[config.mk]
export PLATFORM = sky130hd
export DESIGN_NAME = cfam_core
export DESIGN_NICKNAME = d
export VERILOG_FILES = /design/src/inc/cfam_pkg.sv /design/src/hw/cfam_core.sv
export SDC_FILE = /design/constraint.sdc
export NUM_CORES = 1
export LEC_CHECK = 0
export BUFFER_PORTS_ARGS = -buffer_cell sky130_fd_sc_hd__buf_2
export CAP_MARGIN = 40
export CORE_ASPECT_RATIO = 0.9
export CORE_UTILIZATION = 43
export CTS_BUF_LIST = sky130_fd_sc_hd__clkbuf_4
export DETAILED_ROUTE_END_ITERATION = 7
export GPL_TIMING_DRIVEN = 0
export PLACE_DENSITY_LB_ADDON = 0.25
export SLEW_MARGIN = 20
export SYNTH_ARGS = -nofsm -noshare
export SYNTH_HDL_FRONTEND = slang
export SYNTH_SLANG_ARGS = --single-unit
[constraint.sdc]
create_clock -name mclk_i -period 2.4 [get_ports mclk_i]
set_clock_uncertainty 0.15 [all_clocks]
set_input_delay 0.48 -clock mclk_i [delete_from_list [all_inputs] [get_ports mclk_i]]
set_output_delay 0.48 -clock mclk_i [all_outputs]
set_load 0.02 [all_outputs]
[src/inc/cfam_pkg.sv]
// Constants and carrier types for the character fetch address map block.
// Assumes one clock domain; memories and the glyph ROM sit outside.

package cfam_pkg;

  // ==========================================================================
  // Processor-side addresses and reset values
  // ==========================================================================
  localparam logic [15:0] VIDEO_MEMORY_POINTER_ADDR = 16'hD018;
  localparam logic [15:0] CPU_PORT_ADDR             = 16'h0001;
  localparam logic [15:0] SHARED_LO_ADDR            = 16'hD000;
  localparam logic [15:0] SHARED_HI_ADDR            = 16'hDFFF;
  localparam logic [7:0]  VIDEO_MEMORY_POINTER_RST  = 8'h14;
  localparam logic [7:0]  CPU_PORT_RST              = 8'h37;

  // Field positions
  localparam int PTR_SCREEN_MSB  = 7;
  localparam int PTR_SCREEN_LSB  = 4;
  localparam int PTR_CHARSET_MSB = 3;
  localparam int PTR_CHARSET_LSB = 1;
  localparam int PORT_ROM_OFF    = 2;

  // ==========================================================================
  // Video-side geometry
  // ==========================================================================
  localparam int GLYPH_COUNT   = 256;
  localparam int GLYPH_BYTES   = 8;
  localparam int SET_BYTES     = GLYPH_COUNT * GLYPH_BYTES;
  localparam int CHARSET_SLOTS = 8;
  localparam int ROM_BYTES     = 2 * SET_BYTES;
  localparam int ROM_AW        = 12;
  localparam int DOT_LAST      = GLYPH_BYTES - 1;

  // Overlay window inside a 16K view, as address bits 13:12
  localparam logic [1:0] OVERLAY_WINDOW = 2'b01;
  localparam logic [1:0] BANK_0         = 2'd0;
  localparam logic [1:0] BANK_2         = 2'd2;

  // Glyph ROM block contents, 512 bytes each, indexed by ROM address 11:9
  localparam logic [2:0] ROM_BLK_UPPER        = 3'h0;
  localparam logic [2:0] ROM_BLK_GRAPHICS     = 3'h1;
  localparam logic [2:0] ROM_BLK_REV_UPPER    = 3'h2;
  localparam logic [2:0] ROM_BLK_REV_GRAPHICS = 3'h3;
  localparam logic [2:0] ROM_BLK_LOWER        = 3'h4;
  localparam logic [2:0] ROM_BLK_UPPER_GFX    = 3'h5;
  localparam logic [2:0] ROM_BLK_REV_LOWER    = 3'h6;
  localparam logic [2:0] ROM_BLK_REV_UPR_GFX  = 3'h7;

  // ==========================================================================
  // Types
  // ==========================================================================
  typedef enum logic [1:0] {ST_IDLE, ST_MATRIX, ST_GLYPH, ST_DOTS} cfam_state_t;

  typedef struct packed {
    logic        rd;
    logic        rom_sel;
    logic [15:0] addr;
  } cfam_vid_bus_t;

  typedef struct packed {
    logic ram;
    logic rom;
    logic io;
  } cfam_cpu_map_t;

endpackage

[src/hw/cfam_core.sv]
// Character fetch address map: pointer register, processor-side mapping of the
// shared ROM/IO range and the video-side cell fetch sequencer.
// Assumes memories answer within the cycle their address is presented.

`timescale 1ns/1ns
`default_nettype none

module cfam_core (
  input  wire logic                   mclk_i,
  input  wire logic                   reset_n_i,
  // Processor side
  input  wire logic [15:0]            cpu_addr_i,
  input  wire logic                   cpu_we_i,
  input  wire logic                   cpu_re_i,
  input  wire logic [7:0]             cpu_wdata_i,
  output logic      [7:0]             cpu_rdata_o,
  output logic                        cpu_rvalid_o,
  output cfam_pkg::cfam_cpu_map_t     cpu_map_o,
  output logic      [cfam_pkg::ROM_AW-1:0] cpu_rom_addr_o,
  // Bank select pins from the external interface port
  input  wire logic [1:0]             bank_pins_i,
  // Cell request
  input  wire logic                   cell_req_i,
  input  wire logic [9:0]             cell_index_i,
  input  wire logic [2:0]             cell_row_i,
  output logic                        cell_ready_o,
  // Video memory side
  output cfam_pkg::cfam_vid_bus_t     vid_bus_o,
  output logic      [cfam_pkg::ROM_AW-1:0] rom_addr_o,
  output logic      [2:0]             rom_block_o,
  output logic                        col_rd_o,
  output logic      [9:0]             col_addr_o,
  input  wire logic [7:0]             ram_data_i,
  input  wire logic [7:0]             rom_data_i,
  input  wire logic [3:0]             col_data_i,
  // Dot stream
  output logic                        dot_valid_o,
  output logic                        dot_o,
  output logic      [3:0]             dot_color_o
);
  import cfam_pkg::*;

  // ==========================================================================
  // Reset release
  // ==========================================================================
  logic rst_meta_n;
  logic rst_n;

  always_ff @(posedge mclk_i or negedge reset_n_i) begin
    if (!reset_n_i) begin
      rst_meta_n <= 1'b0;
      rst_n      <= 1'b0;
    end else begin
      rst_meta_n <= 1'b1;
      rst_n      <= rst_meta_n;
    end
  end

  // ==========================================================================
  // Functions
  // ==========================================================================
  // Overlay only in banks 0 and 2, window 0x1000-0x1FFF of the view
  function automatic logic rom_overlay(input logic [1:0] bank, input logic [13:0] a);
    rom_overlay = ((bank == BANK_0) || (bank == BANK_2)) && (a[13:12] == OVERLAY_WINDOW);
  endfunction

  function automatic logic in_shared(input logic [15:0] a);
    in_shared = (a >= SHARED_LO_ADDR) && (a <= SHARED_HI_ADDR);
  endfunction

  // ==========================================================================
  // Registers
  // ==========================================================================
  logic [7:0] video_memory_pointer;
  logic [7:0] cpu_port;

  wire       io_visible = cpu_port[PORT_ROM_OFF];
  wire       ptr_hit    = io_visible && (cpu_addr_i == VIDEO_MEMORY_POINTER_ADDR);
  wire       port_hit   = (cpu_addr_i == CPU_PORT_ADDR);
  wire [7:0] read_mux   = ptr_hit ? video_memory_pointer : cpu_port;

  always_ff @(posedge mclk_i or negedge rst_n) begin
    if (!rst_n) begin
      video_memory_pointer <= VIDEO_MEMORY_POINTER_RST;
      cpu_port             <= CPU_PORT_RST;
      cpu_rdata_o          <= 8'h00;
      cpu_rvalid_o         <= 1'b0;
    end else begin
      if (cpu_we_i && ptr_hit) begin
        video_memory_pointer <= cpu_wdata_i;
      end
      if (cpu_we_i && port_hit) begin
        cpu_port <= cpu_wdata_i;
      end
      cpu_rvalid_o <= cpu_re_i && (ptr_hit || port_hit);
      cpu_rdata_o  <= (cpu_re_i && (ptr_hit || port_hit)) ? read_mux : 8'h00;
    end
  end

  // ==========================================================================
  // Processor-side map
  // ==========================================================================
  // ROM and I/O share one range; the port bit picks exactly one
  wire in_range = in_shared(cpu_addr_i);

  // One driver for the whole map word: {ram, rom, io}
  assign cpu_map_o       = {!in_range, in_range && !io_visible, in_range && io_visible};
  assign cpu_rom_addr_o  = cpu_addr_i[ROM_AW-1:0];

  // ==========================================================================
  // Video fetch sequencer
  // ==========================================================================
  cfam_state_t state;
  cfam_state_t next_state;
  logic [9:0]  cell_q;
  logic [2:0]  row_q;
  logic [7:0]  code_q;
  logic [7:0]  shift_q;
  logic [2:0]  dot_cnt;

  wire [1:0]  bank       = ~bank_pins_i;
  wire [2:0]  set_sel    = video_memory_pointer[PTR_CHARSET_MSB:PTR_CHARSET_LSB];
  wire [3:0]  screen_sel = video_memory_pointer[PTR_SCREEN_MSB:PTR_SCREEN_LSB];
  wire [13:0] matrix_a   = {screen_sel, cell_q};
  // In banks 0 and 2, any video fetch in the overlay window, screen code included, reads the ROM
  wire [7:0]  glyph_in   = vid_bus_o.rom_sel ? rom_data_i : ram_data_i;
  wire [13:0] glyph_a    = {set_sel, glyph_in, row_q};
  wire [13:0] next_a     = (state == ST_MATRIX) ? glyph_a : matrix_a;

  assign cell_ready_o = (state == ST_IDLE);

  always_comb begin
    next_state = state;
    case (state)
      ST_IDLE:   next_state = cell_req_i ? ST_MATRIX : ST_IDLE;
      ST_MATRIX: next_state = ST_GLYPH;
      ST_GLYPH:  next_state = ST_DOTS;
      ST_DOTS:   next_state = (dot_cnt == 3'(DOT_LAST)) ? ST_IDLE : ST_DOTS;
      default:   next_state = ST_IDLE;
    endcase
  end

  wire load_fetch = (state == ST_IDLE && cell_req_i) || (state == ST_MATRIX);

  always_ff @(posedge mclk_i or negedge rst_n) begin
    if (!rst_n) begin
      state     <= ST_IDLE;
      cell_q    <= 10'h000;
      row_q     <= 3'h0;
      code_q    <= 8'h00;
      vid_bus_o <= '0;
      col_rd_o  <= 1'b0;
      col_addr_o <= 10'h000;
    end else begin
      state <= next_state;
      if (state == ST_IDLE && cell_req_i) begin
        cell_q <= cell_index_i;
        row_q  <= cell_row_i;
      end
      if (state == ST_MATRIX) begin
        code_q <= glyph_in;
      end
      // Screen code and colour go out together
      col_rd_o   <= (state == ST_IDLE) && cell_req_i;
      col_addr_o <= (state == ST_IDLE && cell_req_i) ? cell_index_i : col_addr_o;
      if (load_fetch) begin
        vid_bus_o.rd      <= 1'b1;
        vid_bus_o.addr    <= {bank, (state == ST_MATRIX) ? glyph_a : {screen_sel, cell_index_i}};
        vid_bus_o.rom_sel <= rom_overlay(bank, (state == ST_MATRIX) ? next_a
                                               : {screen_sel, cell_index_i});
      end else begin
        vid_bus_o <= '0;
      end
    end
  end

  // ROM is addressed by the low 12 bits of the view address
  assign rom_addr_o  = vid_bus_o.addr[ROM_AW-1:0];
  assign rom_block_o = vid_bus_o.addr[ROM_AW-1:9];

  // ==========================================================================
  // Dot serialiser
  // ==========================================================================
  always_ff @(posedge mclk_i or negedge rst_n) begin
    if (!rst_n) begin
      shift_q     <= 8'h00;
      dot_cnt     <= 3'h0;
      dot_valid_o <= 1'b0;
      dot_o       <= 1'b0;
      dot_color_o <= 4'h0;
    end else begin
      if (state == ST_MATRIX) begin
        dot_color_o <= col_data_i;
      end
      if (state == ST_GLYPH) begin
        shift_q     <= {glyph_in[6:0], 1'b0};
        dot_o       <= glyph_in[7];
        dot_valid_o <= 1'b1;
        dot_cnt     <= 3'h0;
      end else if (state == ST_DOTS && dot_cnt != 3'(DOT_LAST)) begin
        shift_q <= {shift_q[6:0], 1'b0};
        dot_o   <= shift_q[7];
        dot_cnt <= dot_cnt + 3'h1;
      end else begin
        dot_valid_o <= 1'b0;
        dot_o       <= 1'b0;
      end
    end
  end
endmodule

`default_nettype wire

* Word-level counts from Yosys, hierarchy flattened
Cells that the tools add are included.
Word-level totals: bits in registers 78, bits in latches 0, memory bits (writable) 0, ROM bits 0, output and inout port bits 75, word-level logic and storage cells 66, memories 0
Cells by class: add/sub/neg operators 1, multipliers 0, div/mod/pow operators 0, $lt $le $gt $ge 2, equal/unequal tests 10, shift operators 0, multiplexer cells 16, bitwise operators 1, reductions and logical operators 18
Operators with widths (count):
- $mux 8 | 5
- $mux 18 | 1
- $eq 16x1->1 const B | 1
- $eq 16x16->1 const B | 1
- $ge 16x16->1 const B | 1
- $le 16x16->1 const B | 1
- $mux 14 | 1
- $logic_and 1x1->1 | 10
- $pmux 2 s4 | 1
- $eq 2x2->1 const B | 3
- $mux 3 | 2
- $mux 1 | 5
- $eq 2x1->1 const B | 2
- $logic_not 2->1 | 2
- $add 3x1->3 const B | 1
- $eq 3x3->1 const B | 1
- $logic_or 1x1->1 | 3
- $ne 3x3->1 const B | 1
- $logic_not 1->1 | 2
- $mux 2 | 1
- $ne 2x2->1 const B | 1
- $not 2->2 | 1
- $reduce_bool 2->1 | 1

* Longest topological paths before layout
depth in word-level cells 5, mapped depth 7, depth with buffers taken out 6

* Worst setup path before layout
OpenSTA, ideal clock, no wires.
path type input port to flip-flop, start input cpu_addr_i[13], end register video_memory_pointer[0], arrival time 1.778 ns, path slack 0.347 ns, cell stages on the path 4, buffers on the path 0, cell sequence nand4b_4 or4_4 nor2_8 mux2_2
Between the ends: longest elaborated chain between the ends 3
RTL lines:
- from (decl) | RTL line cfam_core.sv:12 | input wire logic [15:0] cpu_addr_i,
- $eq 16x16->1 | RTL line cfam_core.sv:78 | wire ptr_hit = io_visible && (cpu_addr_i == VIDEO_MEMORY_POINTER_ADDR);
- $logic_and 1x1->1 | RTL line cfam_core.sv:78
- $logic_and 1x1->1 | RTL line cfam_core.sv:89 | if (cpu_we_i && ptr_hit) begin
- to (signal assigned) | RTL line cfam_core.sv:90 | video_memory_pointer <= cpu_wdata_i;
- to (decl) | RTL line cfam_core.sv:74 | logic [7:0] video_memory_pointer;
Every way passes these cells. A chain may end at the register's enable or synchronous reset.

* Worst setup path in the final report
start register state[1], end register vid_bus_o, in the netlist rom_addr_o[3]
Between the ends: longest elaborated chain between the ends 4, elaborated cells on any way between the ends 6
RTL lines:
- from (decl) | RTL line cfam_core.sv:113 | cfam_state_t state;
- from (signal assigned) | RTL line cfam_core.sv:155 | state <= next_state;
- $logic_not 2->1 | RTL line cfam_core.sv:143 | wire load_fetch = (state == ST_IDLE && cell_req_i) || (state == ST_MATRIX);
- $logic_and 1x1->1 | RTL line cfam_core.sv:143
- $logic_or 1x1->1 | RTL line cfam_core.sv:143
- $mux 18 (*) | RTL line cfam_core.sv:166 | if (load_fetch) begin
- to (decl) | RTL line cfam_core.sv:28 | output cfam_pkg::cfam_vid_bus_t vid_bus_o,
Every way passes the cells marked *; elsewhere a longest branch is shown, timed or not.

==> results.json <==
{
  "status": "completed",
  "p_per_area_nw_per_um2": 890,
  "core_um2": 7220,
  "synth_cell_type_count": 34,
  "dpl-instance-area_um2": 4120,
  "ys_seq_area_share_pct": 58.8,
  "grt_max_degree": 40,
  "synth-async-reset-ratio_pct": 100,
  "hold_depth": 2,
  "p_switching_mw": 1.40,
  "cp_data_required_time_ns": 2.52,
  "clock_latency_ns": 0.41,
  "port-buffer-count": 138,
  "cts-root-buf": "clkbuf_4",
  "cp_slowest_stage_delay_ns": 0.38,
  "end_kind": "flip-flop",
  "p_sw_share_pct": 36.8,
  "numCtsBuffers": 9,
  "synth_warnings": 0,
  "die_area_um2": 8000,
  "netlist_instances": 299,
  "clk_pin_slew_ns": 0.13,
  "drc_errors": 0,
  "hold_violations": 0,
  "cp_num_buf_inv": 3,
  "fin_tns_setup_ns": 0,
  "synth-main-ff-cell": "dfrtp_1",
  "yosys-top-cells-count": "nand2_1 (74), dfrtp_1 (70), buf_4 (27)",
  "critical_path_class": "flip-flop to flip-flop",
  "rsz0062_at_grt": "false",
  "holdPathEnd": "vid_bus_o[15]",
  "critPathLaunchType": "flip-flop",
  "finalNetCount": 517,
  "cts_tree": "yes",
  "yosysTopAreaCellShare_pct": 53.3,
  "rrSetupSlack_ns": 0.34,
  "routedWlPerCell_um": 13.9,
  "synth.area.top_cells": "dfrtp_1 (53%), nand2_1 (8.4%), buf_4 (6.2%)",
  "crit_path_cell_trace": "buf_2 -> nor2_1 -> nand2_1 -> clkinv_1 -> buf_2 -> nand2_1 -> o21ai_0",
  "grt_pass1_vias": 2610,
  "leakage_nw": 2.41,
  "dpl_worst_slack_ns": 0.129,
  "cap_viol_max_count": 0,
  "final_core_util_pct": 59.2,
  "ir_drop_v": 0.000390,
  "rows": 29,
  "initial_core_util_pct": 45.6,
  "area_delta_synth_final_pct": 30.0,
  "viasPerCell": 4.92,
  "ant_nets": 0,
  "vias": 2701,
  "synth-edff-count": 0,
  "setup_viol": 0,
  "hold_path.class": "input port to flip-flop",
  "crit_fanout": 10,
  "place_congestion": 0.796,
  "wirelength_mm": 7.66,
  "worst_slack_ns": 0.338,
  "power_frac_comb_pct": 33.9,
  "grt.overflow.total": 0,
  "holdWs_ns": 0.0471,
  "finalInstanceArea_um2": 4280,
  "relSlewSlack_pct": 54.2,
  "grt_usage_pct": 20.5,
  "layout-drive-gt1-share_pct": 47.1,
  "fin_crit_sh_pct": 85.9,
  "avgSynthCellArea_um2": 11.0,
  "clockBufferDepth": 2,
  "post-synth-top-area-cell": "dfrtp_1",
  "synth.most_common_cell": "nand2_1",
  "fp.dieW_um": 94.2,
  "p_int_mw": 2.40,
  "dp_hpwl_mm": 5.71,
  "worstReg2RegStart": "state[1]",
  "critPathTopFamily": "buffers and inverters",
  "netlist_area_um2": 3290,
  "worst_r2r_endpoint": "rom_addr_o[3]",
  "worst_pin_slew_ns": 0.684,
  "fp.dieH_um": 85.0,
  "first_iter_violations": 110,
  "clock_power_share_pct": 20.6,
  "clock-sinks": 77,
  "antenna_found_initial": 0,
  "nFillCells": 644,
  "seq_power_share_pct": 45.6,
  "post-route-min-period_ns": 2.06,
  "hold_start": "bank_pins_i[1]",
  "n_antenna_cell": 0,
  "r2r.worst_path.cells": 7,
  "grt_pass1_wl_mm": 12.5,
  "slew_viol_final": 0,
  "cp_data_arrival_time_ns": 2.18,
  "h-tree-depth": 3,
  "dr.pass1.iters": 4,
  "io_pins": 139,
  "syn_nets": 365,
  "cp_slowest_cell": "clkinv_1",
  "ys_ff_latch": 77,
  "clock.fmax_mhz": 485
}
logic make-up after synthesis:
logic type	share of synthesized area (%)
simple gates	15.3
other cells	0.114
compound gates	8.60
flops	58.8
mux	8.22
buf+inv	8.18
fa+ha+maj	0.761
layer usage:
metal / global-route usage (%) / vias up / wire length [um]
li1: - / 1290 / -
met1: 26.8 / 1266 / 3260
met2: 32.7 / 135 / 3520
met3: 6.27 / 10 / 775
met4: 6.29 / 0 / 104
met5: 0 / - / 0
through the flow:
stage / power (mW) / instances
2_1_floorplan: 2.61 / 299
3_3_place_gp: 3.02 / 530
3_5_place_dp: 3.06 / 531
4_1_cts: 3.84 / 548
5_1_grt: 4.06 / 549
6_report: 3.81 / 549
worst reg2reg max path: stages, from the launching register on:
cell and delay, ns:
dfrtp_1 0.34, buf_2 0.17, nor2_1 0.09, nand2_1 0.30, clkinv_1 0.39, buf_2 0.30
nand2_1 0.10, o21ai_0 0.08
how the worst max path moves through the flow:
stage	startpoint	end	slack (ns)	cells after the start
2_1_floorplan	cpu_addr_i[13]	video_memory_pointer[0]	0.35	4
3_3_place_gp	cpu_addr_i[9]	cpu_port[3]	0.14	5
3_5_place_dp	cpu_addr_i[9]	cpu_port[7]	0.13	5
4_1_cts	state[1]	rom_addr_o[3]	0.32	7
5_1_grt	state[1]	rom_addr_o[3]	0.04	7
6_report	state[1]	rom_addr_o[3]	0.34	7
cells in the final DEF, fill, tap and decap left out, types with 4 or more instances in the layout:
cell type,netlist,final
dfstp_2,7,7
o21ai_0,11,11
clkbuf_4,0,10
a21oi_1,4,4
inv_1,6,6
mux2_2,16,16
clkbuf_1,8,8
a22o_1,8,8
mux2i_1,9,9
dfrtp_1,70,69
buf_4,27,27
o22ai_1,10,10
a22oi_1,9,9
nor2_1,14,14
buf_2,2,140
nand2_1,74,74
power by group through the flow:
stage               registers [mW]  clock network [mW]  logic [mW]
floorplan                     1.96                   0       0.648
global placement              1.76                   0        1.26
detailed placement            1.76                   0        1.30
CTS                           1.73               0.804        1.30
global route                  1.77               0.858        1.44
finish                        1.73               0.783        1.29
flip-flops by register name, summed over array words and instances (netlist names), 4 cells and up:
| name | cells |
|---|---|
| col_addr_o | 10 |
| cpu_port | 8 |
| cpu_rdata_o | 8 |
| dot_color_o | 4 |
| rom_addr_o | 12 |
| shift_q | 7 |
| vid_bus_o | 6 |
| video_memory_pointer | 8 |
timing repair:
item,in CTS,in global routing
endpoints found under the setup margin,0,0
hold buffers,1,0
resized for setup,0,0
setup buffers,0,0
endpoints found under the hold margin,2,0
final cells by class:
cell class,count,area (um^2),share of cell area (%)
sequential,77,1940,45.3
multi-input combinational,178,1080,25.4
timing repair buffer,141,728,17.0
buffer,37,243,5.67
tap,93,116,2.72
clock inverter,7,72.6,1.70
clock buffer,9,67.6,1.58
inverter,7,26.3,0.614
Note: power is estimated with default switching activity, not from simulation.
